File: config.mk
export PLATFORM = sky130hd
export DESIGN_NAME = backlight_misc_registers
export DESIGN_NICKNAME = d
export VERILOG_FILES = /design/src/logic/duty_measure.v /design/src/logic/backlight_misc_registers.v
export VERILOG_INCLUDE_DIRS = /design/src /design/src/logic
export SDC_FILE = /design/constraint.sdc
export NUM_CORES = 1
export LEC_CHECK = 0
export BUFFER_PORTS_ARGS = -buffer_cell sky130_fd_sc_hd__buf_2
export CAP_MARGIN = 10
export CORE_UTILIZATION = 50
export CTS_CLUSTER_SIZE = 24
export DETAILED_ROUTE_END_ITERATION = 10
export GPL_ROUTABILITY_DRIVEN = 0
export PLACE_DENSITY = 0.71
export SYNTH_ARGS = -nofsm -noshare
export SYNTH_HDL_FRONTEND = slang
export SYNTH_SLANG_ARGS = --single-unit
export TNS_END_PERCENT = 10
File: constraint.sdc
create_clock -name clock -period 3.98 [get_ports clock]
set_input_delay 0.398 -clock clock [delete_from_list [all_inputs] [get_ports clock]]
set_output_delay 0.398 -clock clock [all_outputs]
set_load 0.1 [all_outputs]
File: src/logic/backlight_misc_consts.vh
`ifndef BACKLIGHT_MISC_CONSTS_VH
`define BACKLIGHT_MISC_CONSTS_VH
`define ADDR_SOFT_RESTART 8'h0F
`define ADDR_DUTY_LOW 8'h12
`define ADDR_DUTY_HIGH 8'h13
`define ADDR_SILICON_STEP 8'h1F
`define ADDR_FILTER_LEVEL 8'h50
`define ADDR_CURRENT_A 8'h05
`define ADDR_CURRENT_B 8'h06
`define ADDR_BRIGHT_A 8'h03
`define ADDR_BRIGHT_B 8'h04
`define ADDR_TRACK_CTRL 8'h00
`define SOFT_RESTART_BIT 0
`define DUTY_HIGH_BIT 0
`define TRACK_BIT 0
`define FILTER_RESET 2'h0
`define DUTY_RESET 9'h000
`define DUTY_FULL 9'h100
`define CURRENT_RESET 5'h00
`define BRIGHT_RESET 8'h00
`define SILICON_STEP_DEFAULT 8'h5A
`endif

File: src/logic/duty_measure.v
`timescale 1ns/1ns
`include "backlight_misc_consts.vh"
module duty_measure #(
	parameter WINDOW = 256
) (
	input wire clock,
	input wire resetn,
	input wire softClear,
	input wire pwmSync,
	output reg [8:0] duty_q
);
	// Sized copy so the compare below takes a plain part-select
	localparam [31:0] LAST_COUNT = WINDOW - 1;
	reg [8:0] cnt_q;
	reg [8:0] high_q;
	wire last = (cnt_q == LAST_COUNT[8:0]);
	wire [8:0] highNext = high_q + {8'h00, pwmSync};
	always @(posedge clock or negedge resetn) begin
		if (!resetn) begin
			cnt_q <= 9'h000;
			high_q <= 9'h000;
			duty_q <= `DUTY_RESET;
		end else if (softClear) begin
			cnt_q <= 9'h000;
			high_q <= 9'h000;
			duty_q <= `DUTY_RESET;
		end else if (last) begin
			cnt_q <= 9'h000;
			high_q <= 9'h000;
			// Counts over 256 samples, so the value tops out at 9'h100
			duty_q <= (highNext >= `DUTY_FULL) ? `DUTY_FULL : highNext;
		end else begin
			cnt_q <= cnt_q + 9'h001;
			high_q <= highNext;
		end
	end
endmodule // duty_measure

File: src/logic/backlight_misc_registers.v
// Functional notes
// - Writing one to 0x0F bit0 resets registers
// - Nine-bit duty: low at 0x12, bit8 0x13
// - Duty never above 256, full is 100h
// - Low bits nonzero means bit8 zero
// - Filter level bits 1:0 at 0x50, reset zero
// - Revision byte at 0x1F always readable
// - Five-bit full-scale code per bank
// - Eight-bit brightness scales within full scale
// - Separate settings for each sink
// - Tracking drives both sinks from one brightness
// - Current limit holds switch off rest of period
`timescale 1ns/1ns
`include "backlight_misc_consts.vh"
module backlight_misc_registers #(
	parameter [7:0] SILICON_STEP = `SILICON_STEP_DEFAULT,
	parameter PERIOD_CYCLES = 100
) (
	input wire clock,
	input wire resetn,
	input wire regWrite,
	input wire regRead,
	input wire [7:0] regAddr,
	input wire [7:0] regWdata,
	output reg [7:0] regRdata,
	input wire pwmIn,
	input wire currentLimit,
	output reg powerSwitch,
	output reg [4:0] fullScaleA,
	output reg [4:0] fullScaleB,
	output reg [7:0] sinkLevelA,
	output reg [7:0] sinkLevelB,
	output reg [1:0] inputFilterLevel
);
	// SILICON_STEP default is arbitrary
	reg pwmMeta_q, pwmSync_q, limMeta_q, limSync_q;
	reg softClear_q;
	reg [1:0] filter_q;
	reg [4:0] curA_q, curB_q;
	reg [7:0] brA_q, brB_q;
	reg track_q;
	reg [7:0] per_q;
	reg limHold_q;
	reg [7:0] rdata_d;
	wire [8:0] duty;
	wire wrRestart = regWrite && regAddr == `ADDR_SOFT_RESTART && regWdata[`SOFT_RESTART_BIT];
	localparam [31:0] PERIOD_LAST = PERIOD_CYCLES - 1;
	wire periodEnd = (per_q == PERIOD_LAST[7:0]);

	duty_measure #(.WINDOW(256)) measure (
		.clock(clock),
		.resetn(resetn),
		.softClear(softClear_q),
		.pwmSync(pwmSync_q),
		.duty_q(duty)
	);

	always @(posedge clock or negedge resetn) begin
		if (!resetn) begin
			pwmMeta_q <= 1'b0;
			pwmSync_q <= 1'b0;
			limMeta_q <= 1'b0;
			limSync_q <= 1'b0;
		end else begin
			pwmMeta_q <= pwmIn;
			pwmSync_q <= pwmMeta_q;
			limMeta_q <= currentLimit;
			limSync_q <= limMeta_q;
		end
	end

	// Restart pulse lasts one cycle; the bit never reads back as one, since the read mux returns zero for 0x0F
	always @(posedge clock or negedge resetn) begin
		if (!resetn)
			softClear_q <= 1'b0;
		else
			softClear_q <= wrRestart;
	end

	always @(posedge clock or negedge resetn) begin
		if (!resetn) begin
			filter_q <= `FILTER_RESET;
			curA_q <= `CURRENT_RESET;
			curB_q <= `CURRENT_RESET;
			brA_q <= `BRIGHT_RESET;
			brB_q <= `BRIGHT_RESET;
			track_q <= 1'b0;
		end else if (softClear_q) begin
			filter_q <= `FILTER_RESET;
			curA_q <= `CURRENT_RESET;
			curB_q <= `CURRENT_RESET;
			brA_q <= `BRIGHT_RESET;
			brB_q <= `BRIGHT_RESET;
			track_q <= 1'b0;
		end else if (regWrite) begin
			case (regAddr)
				`ADDR_FILTER_LEVEL: filter_q <= regWdata[1:0];
				`ADDR_CURRENT_A: curA_q <= regWdata[4:0];
				`ADDR_CURRENT_B: curB_q <= regWdata[4:0];
				`ADDR_BRIGHT_A: brA_q <= regWdata;
				`ADDR_BRIGHT_B: brB_q <= regWdata;
				`ADDR_TRACK_CTRL: track_q <= regWdata[`TRACK_BIT];
				default: filter_q <= filter_q;
			endcase
		end
	end

	// Duty registers are read-only here; writes would only race the detector
	always @* begin
		case (regAddr)
			`ADDR_SOFT_RESTART: rdata_d = 8'h00;
			`ADDR_DUTY_LOW: rdata_d = duty[7:0];
			`ADDR_DUTY_HIGH: rdata_d = {7'h00, duty[8]};
			`ADDR_SILICON_STEP: rdata_d = SILICON_STEP;
			`ADDR_FILTER_LEVEL: rdata_d = {6'h00, filter_q};
			`ADDR_CURRENT_A: rdata_d = {3'h0, curA_q};
			`ADDR_CURRENT_B: rdata_d = {3'h0, curB_q};
			`ADDR_BRIGHT_A: rdata_d = brA_q;
			`ADDR_BRIGHT_B: rdata_d = brB_q;
			`ADDR_TRACK_CTRL: rdata_d = {7'h00, track_q};
			default: rdata_d = 8'h00;
		endcase
	end

	always @(posedge clock or negedge resetn) begin
		if (!resetn)
			regRdata <= 8'h00;
		else if (regRead)
			regRdata <= rdata_d;
	end

	always @(posedge clock or negedge resetn) begin
		if (!resetn) begin
			fullScaleA <= `CURRENT_RESET;
			fullScaleB <= `CURRENT_RESET;
			sinkLevelA <= `BRIGHT_RESET;
			sinkLevelB <= `BRIGHT_RESET;
			inputFilterLevel <= `FILTER_RESET;
		end else begin
			fullScaleA <= curA_q;
			fullScaleB <= curB_q;
			sinkLevelA <= brA_q;
			sinkLevelB <= track_q ? brA_q : brB_q;
			inputFilterLevel <= filter_q;
		end
	end

	// Switching period timer; a limit hit latches the switch off until period end
	always @(posedge clock or negedge resetn) begin
		if (!resetn) begin
			per_q <= 8'h00;
			limHold_q <= 1'b0;
			powerSwitch <= 1'b0;
		end else begin
			per_q <= periodEnd ? 8'h00 : per_q + 8'h01;
			if (periodEnd)
				limHold_q <= 1'b0;
			else if (limSync_q)
				limHold_q <= 1'b1;
			powerSwitch <= !periodEnd && !limHold_q && !limSync_q;
		end
	end
endmodule // backlight_misc_registers

==> flow_metrics.py, run 1 <==
metrics = {
    "route": {
        "via_count": 2976,
        "wl_per_cell_um": 16.0,
        "drcViolationCount": 0,
        "finalWirelength_mm": 8.69,
        "ant_nets": 0,
        "vias_per_cell": 5.47,
        "drt_iter0_drc": 137,
        "firstDrtPassIters": 4,
    },
    "clock_network": {
        "worst_skew_pair.late_latency_ns": 0.37,
        "ctsRootBufferMaster": "clkbuf_8",
        "cts_tree": "done",
        "htree_levels": 3,
        "clk_transition_reported_paths_ns": 0.10,
        "cts_buffers": 9,
        "hold_buffers": 0,
        "cts_sinks": 107,
        "postCtsResizedCells": 0,
        "cts_setup_buffers": 0,
        "cts_buffer_depth": 2,
    },
    "cells_and_area": {
        "nFillCells": 693,
        "fin_area_um2": 4940,
        "syn2layout_area_growth_pct": 12.6,
        "drive_above_1_share": 0.219,
        "antenna_cells": 0,
        "layout_common_cells": "dfrtp_1, buf_2, nor2_1",
        "final_common_cell": "dfrtp_1",
        "nets": 462,
    },
    "logic_synthesis": {
        "async_flop_share": 1.00,
        "ys_types": 49,
        "netlist_instances": 384,
        "synth_area_um2": 4390,
        "synth_nets": 410,
        "seq_area_frac_synth": 0.610,
        "ys_ff_latch": 107,
        "avgSynthCellArea_um2": 11.4,
        "synth_edf_count": 0,
        "ys.flop_type": "dfrtp_1",
        "synth_warnings": 0,
    },
    "sta": {
        "max_freq_mhz": 479,
        "max_slew_margin": 0.222,
        "finalSetupViolCount": 0,
        "tns_ns": 0,
        "post-route-min-period_ns": 2.09,
        "skew_ns": 0.00969,
        "worstMarginPinSlew_ns": 1.17,
        "final-max-slew-violation-count": 0,
        "finalHoldViolations": 0,
        "grt_setup_unrepaired": "false",
        "fin_crit_sh": 0.524,
        "hold_ws_ns": 0.130,
    },
    "worst_hold_path": {
        "hold_path_class": "primary input to flop",
    },
    "global_route": {
        "grt_pass1_vias": 2910,
        "track_usage": 0.218,
        "grt_max_degree": 80,
        "grt_pass1_wl_mm": 14.9,
        "gr-total-overflow": 0,
        "antenna_found_initial": 0,
    },
    "floorplanning": {
        "die_area_um2": 9160,
        "boundaryPins": 59,
        "dieHeight_um": 95.7,
        "die_x_um": 95.7,
        "core_area_um2": 8340,
        "initial_core_util": 0.526,
        "rows": 33,
    },
    "job": {
        "cap_violations": 0,
    },
    "critical_path": {
        "cp_max_fo": 8,
        "max_stage_delay_ns": 0.57,
        "r2r_slack_ns": 1.89,
        "end_kind": "flop",
        "critical_path_class": "flop to flop",
        "critPathLaunchType": "flop",
        "critPathRequiredTime_ns": 4.27,
        "crit_chain": "ha_1 > nand3_2 > or4_4 > or3_1 > o21ai_2",
        "cp.arrival_ns": 2.38,
        "critPathSlowestCell": "or3_1",
    },
    "power_and_ir_drop": {
        "peakVddDrop_mv": 0.257,
        "switching_share": 0.306,
        "clkPwrFrac": 0.296,
        "combPwrFrac": 0.173,
        "power_density_nw_per_um2": 482,
        "seqPwrFrac": 0.531,
        "cellLeakagePower_nw": 2.55,
        "internal_power_mw": 1.65,
        "switchingPower_uw": 729,
    },
    "outcome": {
        "outcome": "finished clean",
    },
    "place": {
        "port_buffers": 58,
        "dp_hpwl_mm": 5.98,
        "place_area_um2": 4740,
    },
}
==> per-stage QoR <==
| stage | setup WS, ns | power, mW | std cells | utilization |
|---|---|---|---|---|
| 3_3_place_gp | 1.86 | 1.69 | 530 | 0.568 |
| 3_5_place_dp | 1.76 | 1.70 | 530 | 0.568 |
| 6_report | 1.89 | 2.38 | 544 | 0.593 |
| 4_1_cts | 1.88 | 2.40 | 544 | 0.593 |
| 5_1_grt | 1.69 | 2.50 | 544 | 0.593 |
| 2_1_floorplan | 2.14 | 1.59 | 384 | - |
==> kinds of logic after synthesis <==
logic type,synth area share
fa+ha+maj,0.0114
xor+xnor,0.0359
buf+inv,0.0228
flops,0.610
mux,0.0869
compound gates,0.0687
simple gates,0.164
==> worst paths after layout <==
check,start,to,cells past startpoint
min in group asynchronous,resetn,fullScaleA[3],1
max,measure.cnt_q[0],measure.duty_q[2],5
min,currentLimit,limMeta_q,1
max in group asynchronous,resetn,measure.cnt_q[6],2
min reg2reg,pwmMeta_q,pwmSync_q,0
max reg2reg,measure.cnt_q[0],measure.duty_q[2],5
==> layer usage <==
layer	up-vias	track usage	share of wire
li1	1424	-	-
met1	1466	0.316	0.48
met2	78	0.324	0.45
met3	8	0.0592	0.057
met4	0	0.0560	0.0081
met5	-	0	0
==> flip-flops by register name (all words and copies together) (netlist names), 2 cells and up <==
register and cells:
measure.high_q 9, curB_q 5, brA_q 8, sinkLevelA 8
curA_q 5, filter_q 2, per_q 8, measure.cnt_q 9
sinkLevelB 8, brB_q 8, inputFilterLevel 2, fullScaleB 5
regRdata 8, fullScaleA 5, measure.duty_q 9
==> worst max-delay path, delay by kind of cell, from the launching register on <==
family | cells | cell delay, ns
AO/OA/AOI/OAI | 1 | 0.19
flip-flops | 1 | 0.38
AND/OR/NAND/NOR | 3 | 1.21
adder cells (fa/ha/maj) | 1 | 0.23
==> area by class of cell <==
type | instances | area [um^2] | share of cell area
tap | 105 | 131 | 0.0266
timing repair buffer | 59 | 300 | 0.0607
clock inverter | 4 | 76.3 | 0.0154
inverter | 5 | 18.8 | 0.00380
multi-input combinational | 254 | 1610 | 0.326
clock buffer | 10 | 128 | 0.0258
sequential | 107 | 2680 | 0.541
==> Yosys cell counts, drive strengths merged (2+ instances only) <==
cell type | number | area, um^2
dfrtp | 107 | 2680
o21ai | 13 | 91.3
or3 | 2 | 12.5
a222oi | 2 | 20.0
inv | 5 | 18.8
nor4 | 2 | 18.8
nand4 | 4 | 31.3
a21oi | 19 | 95.1
xnor2 | 9 | 78.8
and3 | 5 | 31.3
nor2b | 3 | 18.8
mux2 | 9 | 101
xor2 | 9 | 78.8
or4b | 2 | 20.0
nand3 | 23 | 125
clkbuf | 12 | 46.3
nand2 | 36 | 138
buf | 6 | 35.0
and2 | 2 | 12.5
nor3 | 6 | 30.0
nor2 | 55 | 206
ha | 4 | 50.1
a31oi | 5 | 31.3
mux2i | 28 | 280
==> power by group through the flow <==
| stage | clock network (mW) | logic, mW | registers [mW] |
|---|---|---|---|
| 6_report | 0.705 | 0.413 | 1.27 |
| 5_1_grt | 0.764 | 0.458 | 1.28 |
| 4_1_cts | 0.720 | 0.416 | 1.26 |
| 3_5_place_dp | 0 | 0.415 | 1.28 |
| 3_3_place_gp | 0 | 0.407 | 1.28 |
| 2_1_floorplan | 0 | 0.191 | 1.40 |
Note: power is estimated with default switching activity, not from simulation.
==> run 2, diff against run 1 <==
--- a/config.mk
+++ b/config.mk
@@ -12,7 +12,7 @@
 export CTS_CLUSTER_SIZE = 24
 export DETAILED_ROUTE_END_ITERATION = 10
 export GPL_ROUTABILITY_DRIVEN = 0
-export PLACE_DENSITY = 0.71
+export PLACE_DENSITY = 0.74
 export SYNTH_ARGS = -nofsm -noshare
 export SYNTH_HDL_FRONTEND = slang
 export SYNTH_SLANG_ARGS = --single-unit
==> constraint.sdc (replaced) <==
create_clock -name clock -period 1.85 [get_ports clock]
set_input_delay 0.185 -clock clock [delete_from_list [all_inputs] [get_ports clock]]
set_output_delay 0.185 -clock clock [all_outputs]
set_load 0.1 [all_outputs]
==> flow_metrics.py, run 2 (synthesized netlist as in run 1, its figures left out) <==
metrics = {
    "outcome": {
        "outcome": "finished clean",
    },
    "route": {
        "via_count": 3154,
        "wl_per_cell_um": 15.4,
        "drcViolationCount": 0,
        "drt_iter0_drc": 180,
        "finalWirelength_mm": 8.89,
        "vias_per_cell": 5.48,
        "firstDrtPassIters": 4,
        "ant_nets": 0,
    },
    "critical_path": {
        "cp.arrival_ns": 2.10,
        "crit_family": "simple AND/OR/NAND/NOR gates",
        "max_stage_delay_ns": 0.49,
        "cp_max_fo": 8,
        "endpoint": "measure.duty_q[0]",
        "critPathSlowestCell": "or4_4",
        "r2r_cells": 6,
        "end_kind": "flop",
        "cp-startpoint": "measure.cnt_q[0]",
        "r2r_end": "measure.duty_q[0]",
        "cp_num_cells": 6,
        "r2r_start": "measure.cnt_q[0]",
        "critPathLaunchType": "flop",
        "crit_chain": "ha_2 > nand3_2 > or4_4 > or3_1 > buf_6 > o22ai_2",
        "cp_num_buf_inv": 1,
        "critPathRequiredTime_ns": 2.13,
        "critical_path_class": "flop to flop",
        "r2r_slack_ns": 0.03,
    },
    "cells_and_area": {
        "syn2layout_area_growth_pct": 18.4,
        "layout_common_cells": "dfrtp_1, buf_2, nor2_1",
        "drive_above_1_share": 0.272,
        "reg.largest.list": "measure.cnt_q (9), measure.duty_q (9), measure.high_q (9)",
        "final_common_cell": "dfrtp_1",
        "stdcell_count": 576,
        "nets": 492,
        "fin_area_um2": 5200,
        "antenna_cells": 0,
        "nFillCells": 699,
    },
    "global_route": {
        "use_met3": 0.0553,
        "track_usage": 0.219,
        "gr-total-overflow": 0,
        "grt_pass1_vias": 3121,
        "antenna_found_initial": 0,
        "grt_pass1_wl_mm": 15.1,
        "grt.busiest_layer": "met2",
        "grt_max_degree": 47,
        "grt_use_met1": 0.302,
        "met2_usage": 0.347,
    },
    "floorplanning": {
        "dieHeight_um": 95.7,
        "rows": 33,
        "core_area_um2": 8340,
        "initial_core_util": 0.526,
        "die_area_um2": 9160,
        "boundaryPins": 59,
        "die_x_um": 95.7,
    },
    "place": {
        "dpl.cell_count": 554,
        "place_area_um2": 4950,
        "port_buffers": 58,
        "dp_hpwl_mm": 6.26,
    },
    "sta": {
        "finalHoldViolations": 0,
        "grt_setup_unrepaired": "true",
        "post-route-min-period_ns": 1.82,
        "max_freq_mhz": 549,
        "finalSetupViolCount": 0,
        "hold_ws_ns": 0.0863,
        "max_slew_margin": 0.675,
        "worstMarginPinSlew_ns": 0.490,
        "tns_ns": 0,
        "fin_crit_sh": 0.984,
        "skew_ns": 0.00812,
        "final-max-slew-violation-count": 0,
    },
    "clock_network": {
        "ctsRootBufferMaster": "clkbuf_8",
        "clk_transition_reported_paths_ns": 0.09,
        "htree_levels": 3,
        "cts_tree": "done",
        "cts_buffers": 9,
        "cts_buffer_depth": 2,
        "cts_sinks": 107,
        "worst_skew_pair.late_latency_ns": 0.36,
    },
    "worst_hold_path": {
        "hold_path_class": "primary input to flop",
    },
    "power_and_ir_drop": {
        "cellLeakagePower_nw": 2.70,
        "peakVddDrop_mv": 0.585,
        "power_density_nw_per_um2": 959,
    },
    "job": {
        "cap_violations": 0,
    },
}
==> run 2: routing by layer <==
layer / routed length (um) / part of all wire / up-vias
met5: 0 / 0 / -
met4: 160 / 0.018 / 0
met3: 475 / 0.053 / 15
met2: 4170 / 0.47 / 102
met1: 4090 / 0.46 / 1553
li1: - / - / 1484
==> run 2: layout make-up <==
class	instances	area, um^2	share of cell area
well taps	105	131	0.0253
clock buffers	13	149	0.0286
clock inverters	3	23.8	0.00457
multi-input cells	254	1640	0.315
inverters	5	18.8	0.00361
repair buffers	89	562	0.108
flip-flops and latches	107	2680	0.515
==> run 2: how the worst min path moves through the flow <==
stage,from,cells past startpoint,to,slack (ns)
6_report,regWdata[6],3,brA_q[6],0.09
5_1_grt,regWdata[6],3,brA_q[6],0.07
4_1_cts,regWdata[6],3,brA_q[6],0.07
3_5_place_dp,resetn,1,fullScaleB[2],0.11
3_3_place_gp,resetn,1,fullScaleB[2],0.10
2_1_floorplan,resetn,0,brA_q[0],-0.11
==> run 2: tightest hold or removal path: stages <==
cell and delay, ns:
buf_2 0.11, nand3_1 0.06, a21oi_1 0.06
==> run 2: timing repair <==
action | in CTS | in global routing
hold buffers | 3 | 0
setup buffers | 2 | 1
hold endpoints to repair | 25 | 0
cloned | 0 | 0
resized for setup | 2 | 5
endpoints found under the setup margin | 8 | 17
pin swaps | 1 | 2
==> run 2: per-stage QoR <==
stage | worst slack (ns) | util | power (mW)
finish | 0.0297 | 0.623 | 4.98
global route | -0.0436 | 0.623 | 5.24
CTS | 0.00478 | 0.620 | 5.00
global placement | 0.0644 | 0.593 | 3.69
floorplan | 0.00905 | - | 3.42
detailed placement | 0.00403 | 0.593 | 3.72
==> run 2: report_power, final <==
| group | switching, mW | total (mW) | internal, mW |
|---|---|---|---|
| clock network | 0.742 | 1.27 | 0.531 |
| logic | 0.674 | 0.992 | 0.317 |
| registers | 0.166 | 2.72 | 2.55 |
| total | 1.58 | 4.98 | 3.40 |
==> run 3, diff against run 2 <==
--- a/config.mk
+++ b/config.mk
@@ -13,6 +13,7 @@
 export DETAILED_ROUTE_END_ITERATION = 10
 export GPL_ROUTABILITY_DRIVEN = 0
 export PLACE_DENSITY = 0.74
+export REMOVE_ABC_BUFFERS = 1
 export SYNTH_ARGS = -nofsm -noshare
 export SYNTH_HDL_FRONTEND = slang
 export SYNTH_SLANG_ARGS = --single-unit
==> flow_metrics.py, run 3 (synthesized netlist as in run 1, its figures left out) <==
metrics = {
    "sta": {
        "finalSetupViolCount": 0,
        "max_freq_mhz": 563,
        "final-max-slew-violation-count": 0,
        "worstMarginPinSlew_ns": 0.582,
        "skew_ns": 0.0107,
        "max_slew_margin": 0.611,
        "fin_crit_sh": 0.960,
        "finalHoldViolations": 0,
        "hold_ws_ns": 0.0757,
        "tns_ns": 0,
        "post-route-min-period_ns": 1.78,
    },
    "clock_network": {
        "ctsRootBufferMaster": "clkbuf_8",
        "cts_sinks": 107,
        "htree_levels": 3,
        "clk_transition_reported_paths_ns": 0.10,
        "worst_skew_pair.late_latency_ns": 0.37,
        "cts_buffers": 9,
        "cts_buffer_depth": 2,
        "cts_tree": "done",
    },
    "power_and_ir_drop": {
        "switching_share": 0.325,
        "peakVddDrop_mv": 0.485,
        "clkPwrFrac": 0.283,
        "switchingPower_mw": 1.68,
        "internal_power_mw": 3.49,
        "cellLeakagePower_nw": 2.70,
        "power_density_nw_per_um2": 993,
        "combPwrFrac": 0.190,
        "seqPwrFrac": 0.527,
    },
    "cells_and_area": {
        "antenna_cells": 0,
        "drive_above_1_share": 0.272,
        "stdcell_count": 572,
        "final_common_cell": "dfrtp_1",
        "nets": 488,
        "finalCoreUtilization": 0.624,
        "layout_common_cells": "dfrtp_1, buf_2, nor2_1",
        "syn2layout_area_growth_pct": 18.6,
        "reg.largest.list": "measure.cnt_q (9), measure.duty_q (9), measure.high_q (9)",
    },
    "floorplanning": {
        "dieHeight_um": 95.7,
        "die_x_um": 95.7,
        "initial_core_util": 0.526,
        "core_area_um2": 8340,
        "rows": 33,
        "boundaryPins": 59,
        "die_area_um2": 9160,
    },
    "critical_path": {
        "cp.arrival_ns": 2.08,
        "critPathRequiredTime_ns": 2.15,
        "cp_max_fo": 8,
        "critPathSlowestCell": "or4_4",
        "max_stage_delay_ns": 0.43,
        "end_kind": "flop",
        "crit_chain": "ha_2 > nand3_2 > or4_4 > or3_4 > buf_8 > o21ai_2",
        "critical_path_class": "flop to flop",
        "critPathLaunchType": "flop",
    },
    "global_route": {
        "grt_pass1_wl_mm": 15.2,
        "grt_max_degree": 45,
        "antenna_found_initial": 0,
        "grt_pass1_vias": 3096,
        "track_usage": 0.225,
        "gr-total-overflow": 0,
    },
    "route": {
        "firstDrtPassIters": 5,
        "drt_iter0_drc": 161,
        "finalWirelength_mm": 9.29,
        "wl_per_cell_um": 16.2,
        "ant_nets": 0,
        "via_count": 3171,
        "vias_per_cell": 5.54,
        "drcViolationCount": 0,
    },
    "job": {
        "cap_violations": 0,
    },
    "place": {
        "dp_hpwl_mm": 6.59,
        "dpl.cell_count": 552,
        "port_buffers": 58,
    },
    "outcome": {
        "outcome": "finished clean",
    },
    "worst_hold_path": {
        "hold_path_class": "primary input to flop",
    },
}
==> run 3: cell count changes in the layout (fill, tap and decap cells not counted), moves of 2 or more <==
cell,before,now
inv_6,0,2
clkbuf_1,3,0
clkinv_2,0,2
buf_4,26,21
clkinvlp_4,2,0
==> run 3: stage by stage <==
| step | power, mW | cell area (um^2) | setup WS, ns |
|---|---|---|---|
| after floorplan | 3.40 | 4310 | -0.0530 |
| after global placement | 3.69 | 4940 | 0.0714 |
| after detailed placement | 3.73 | 4940 | 0.0199 |
| after CTS | 5.20 | 5170 | 0.00625 |
| after global routing | 5.42 | 5200 | -0.0190 |
| final | 5.17 | 5200 | 0.0736 |
==> run 3: final cells by class <==
class | instances | area, um^2
fillers | 700 | 3140
flip-flops and latches | 107 | 2680
multi-input cells | 254 | 1630
repair buffers | 85 | 548
well taps | 105 | 131
clock buffers | 9 | 124
clock inverters | 7 | 75.1
inverters | 5 | 18.8
==> run 3: worst paths after layout <==
path	from	endpoint	slack, ns	cells after the start
setup / recovery	measure.cnt_q[1]	measure.duty_q[1]	0.07	6
max in group asynchronous	resetn	per_q[4]	0.98	3
min in group asynchronous	resetn	sinkLevelA[3]	0.28	2
setup reg to reg	measure.cnt_q[1]	measure.duty_q[1]	0.07	6
hold reg to reg	limMeta_q	limSync_q	0.36	0
hold / removal	regWdata[6]	brA_q[6]	0.08	3
==> run 3: worst max-delay path, delay by kind of cell (launching register included) <==
kind	cells	cell delay, ns
and+or+nand+nor	3	0.89
DFF	1	0.38
adders and majority gates	1	0.20
buffers and inverters	1	0.15
AOI/OAI and AO/OA	1	0.11
==> run 3: metal layers <==
layer | routed length [um] | global-route usage
met2 | 4660 | 0.370
met5 | 0 | 0
met4 | 134 | 0.0721
met1 | 4050 | 0.297
met3 | 453 | 0.0498
==> run 3: repair_timing <==
action / in CTS / in global routing
setup endpoints to repair: 0 / 11
hold buffers: 3 / 0
resized for setup: 0 / 7
endpoints found under the hold margin: 33 / 0
setup buffers: 0 / 1
==> run 3: power groups by stage <==
| stage | registers, mW | clock network, mW | logic, mW |
|---|---|---|---|
| final | 2.72 | 1.46 | 0.981 |
| after global routing | 2.76 | 1.58 | 1.08 |
| after CTS | 2.72 | 1.50 | 0.977 |
| after detailed placement | 2.76 | 0 | 0.971 |
| after global placement | 2.75 | 0 | 0.937 |
| after floorplan | 3.01 | 0 | 0.390 |
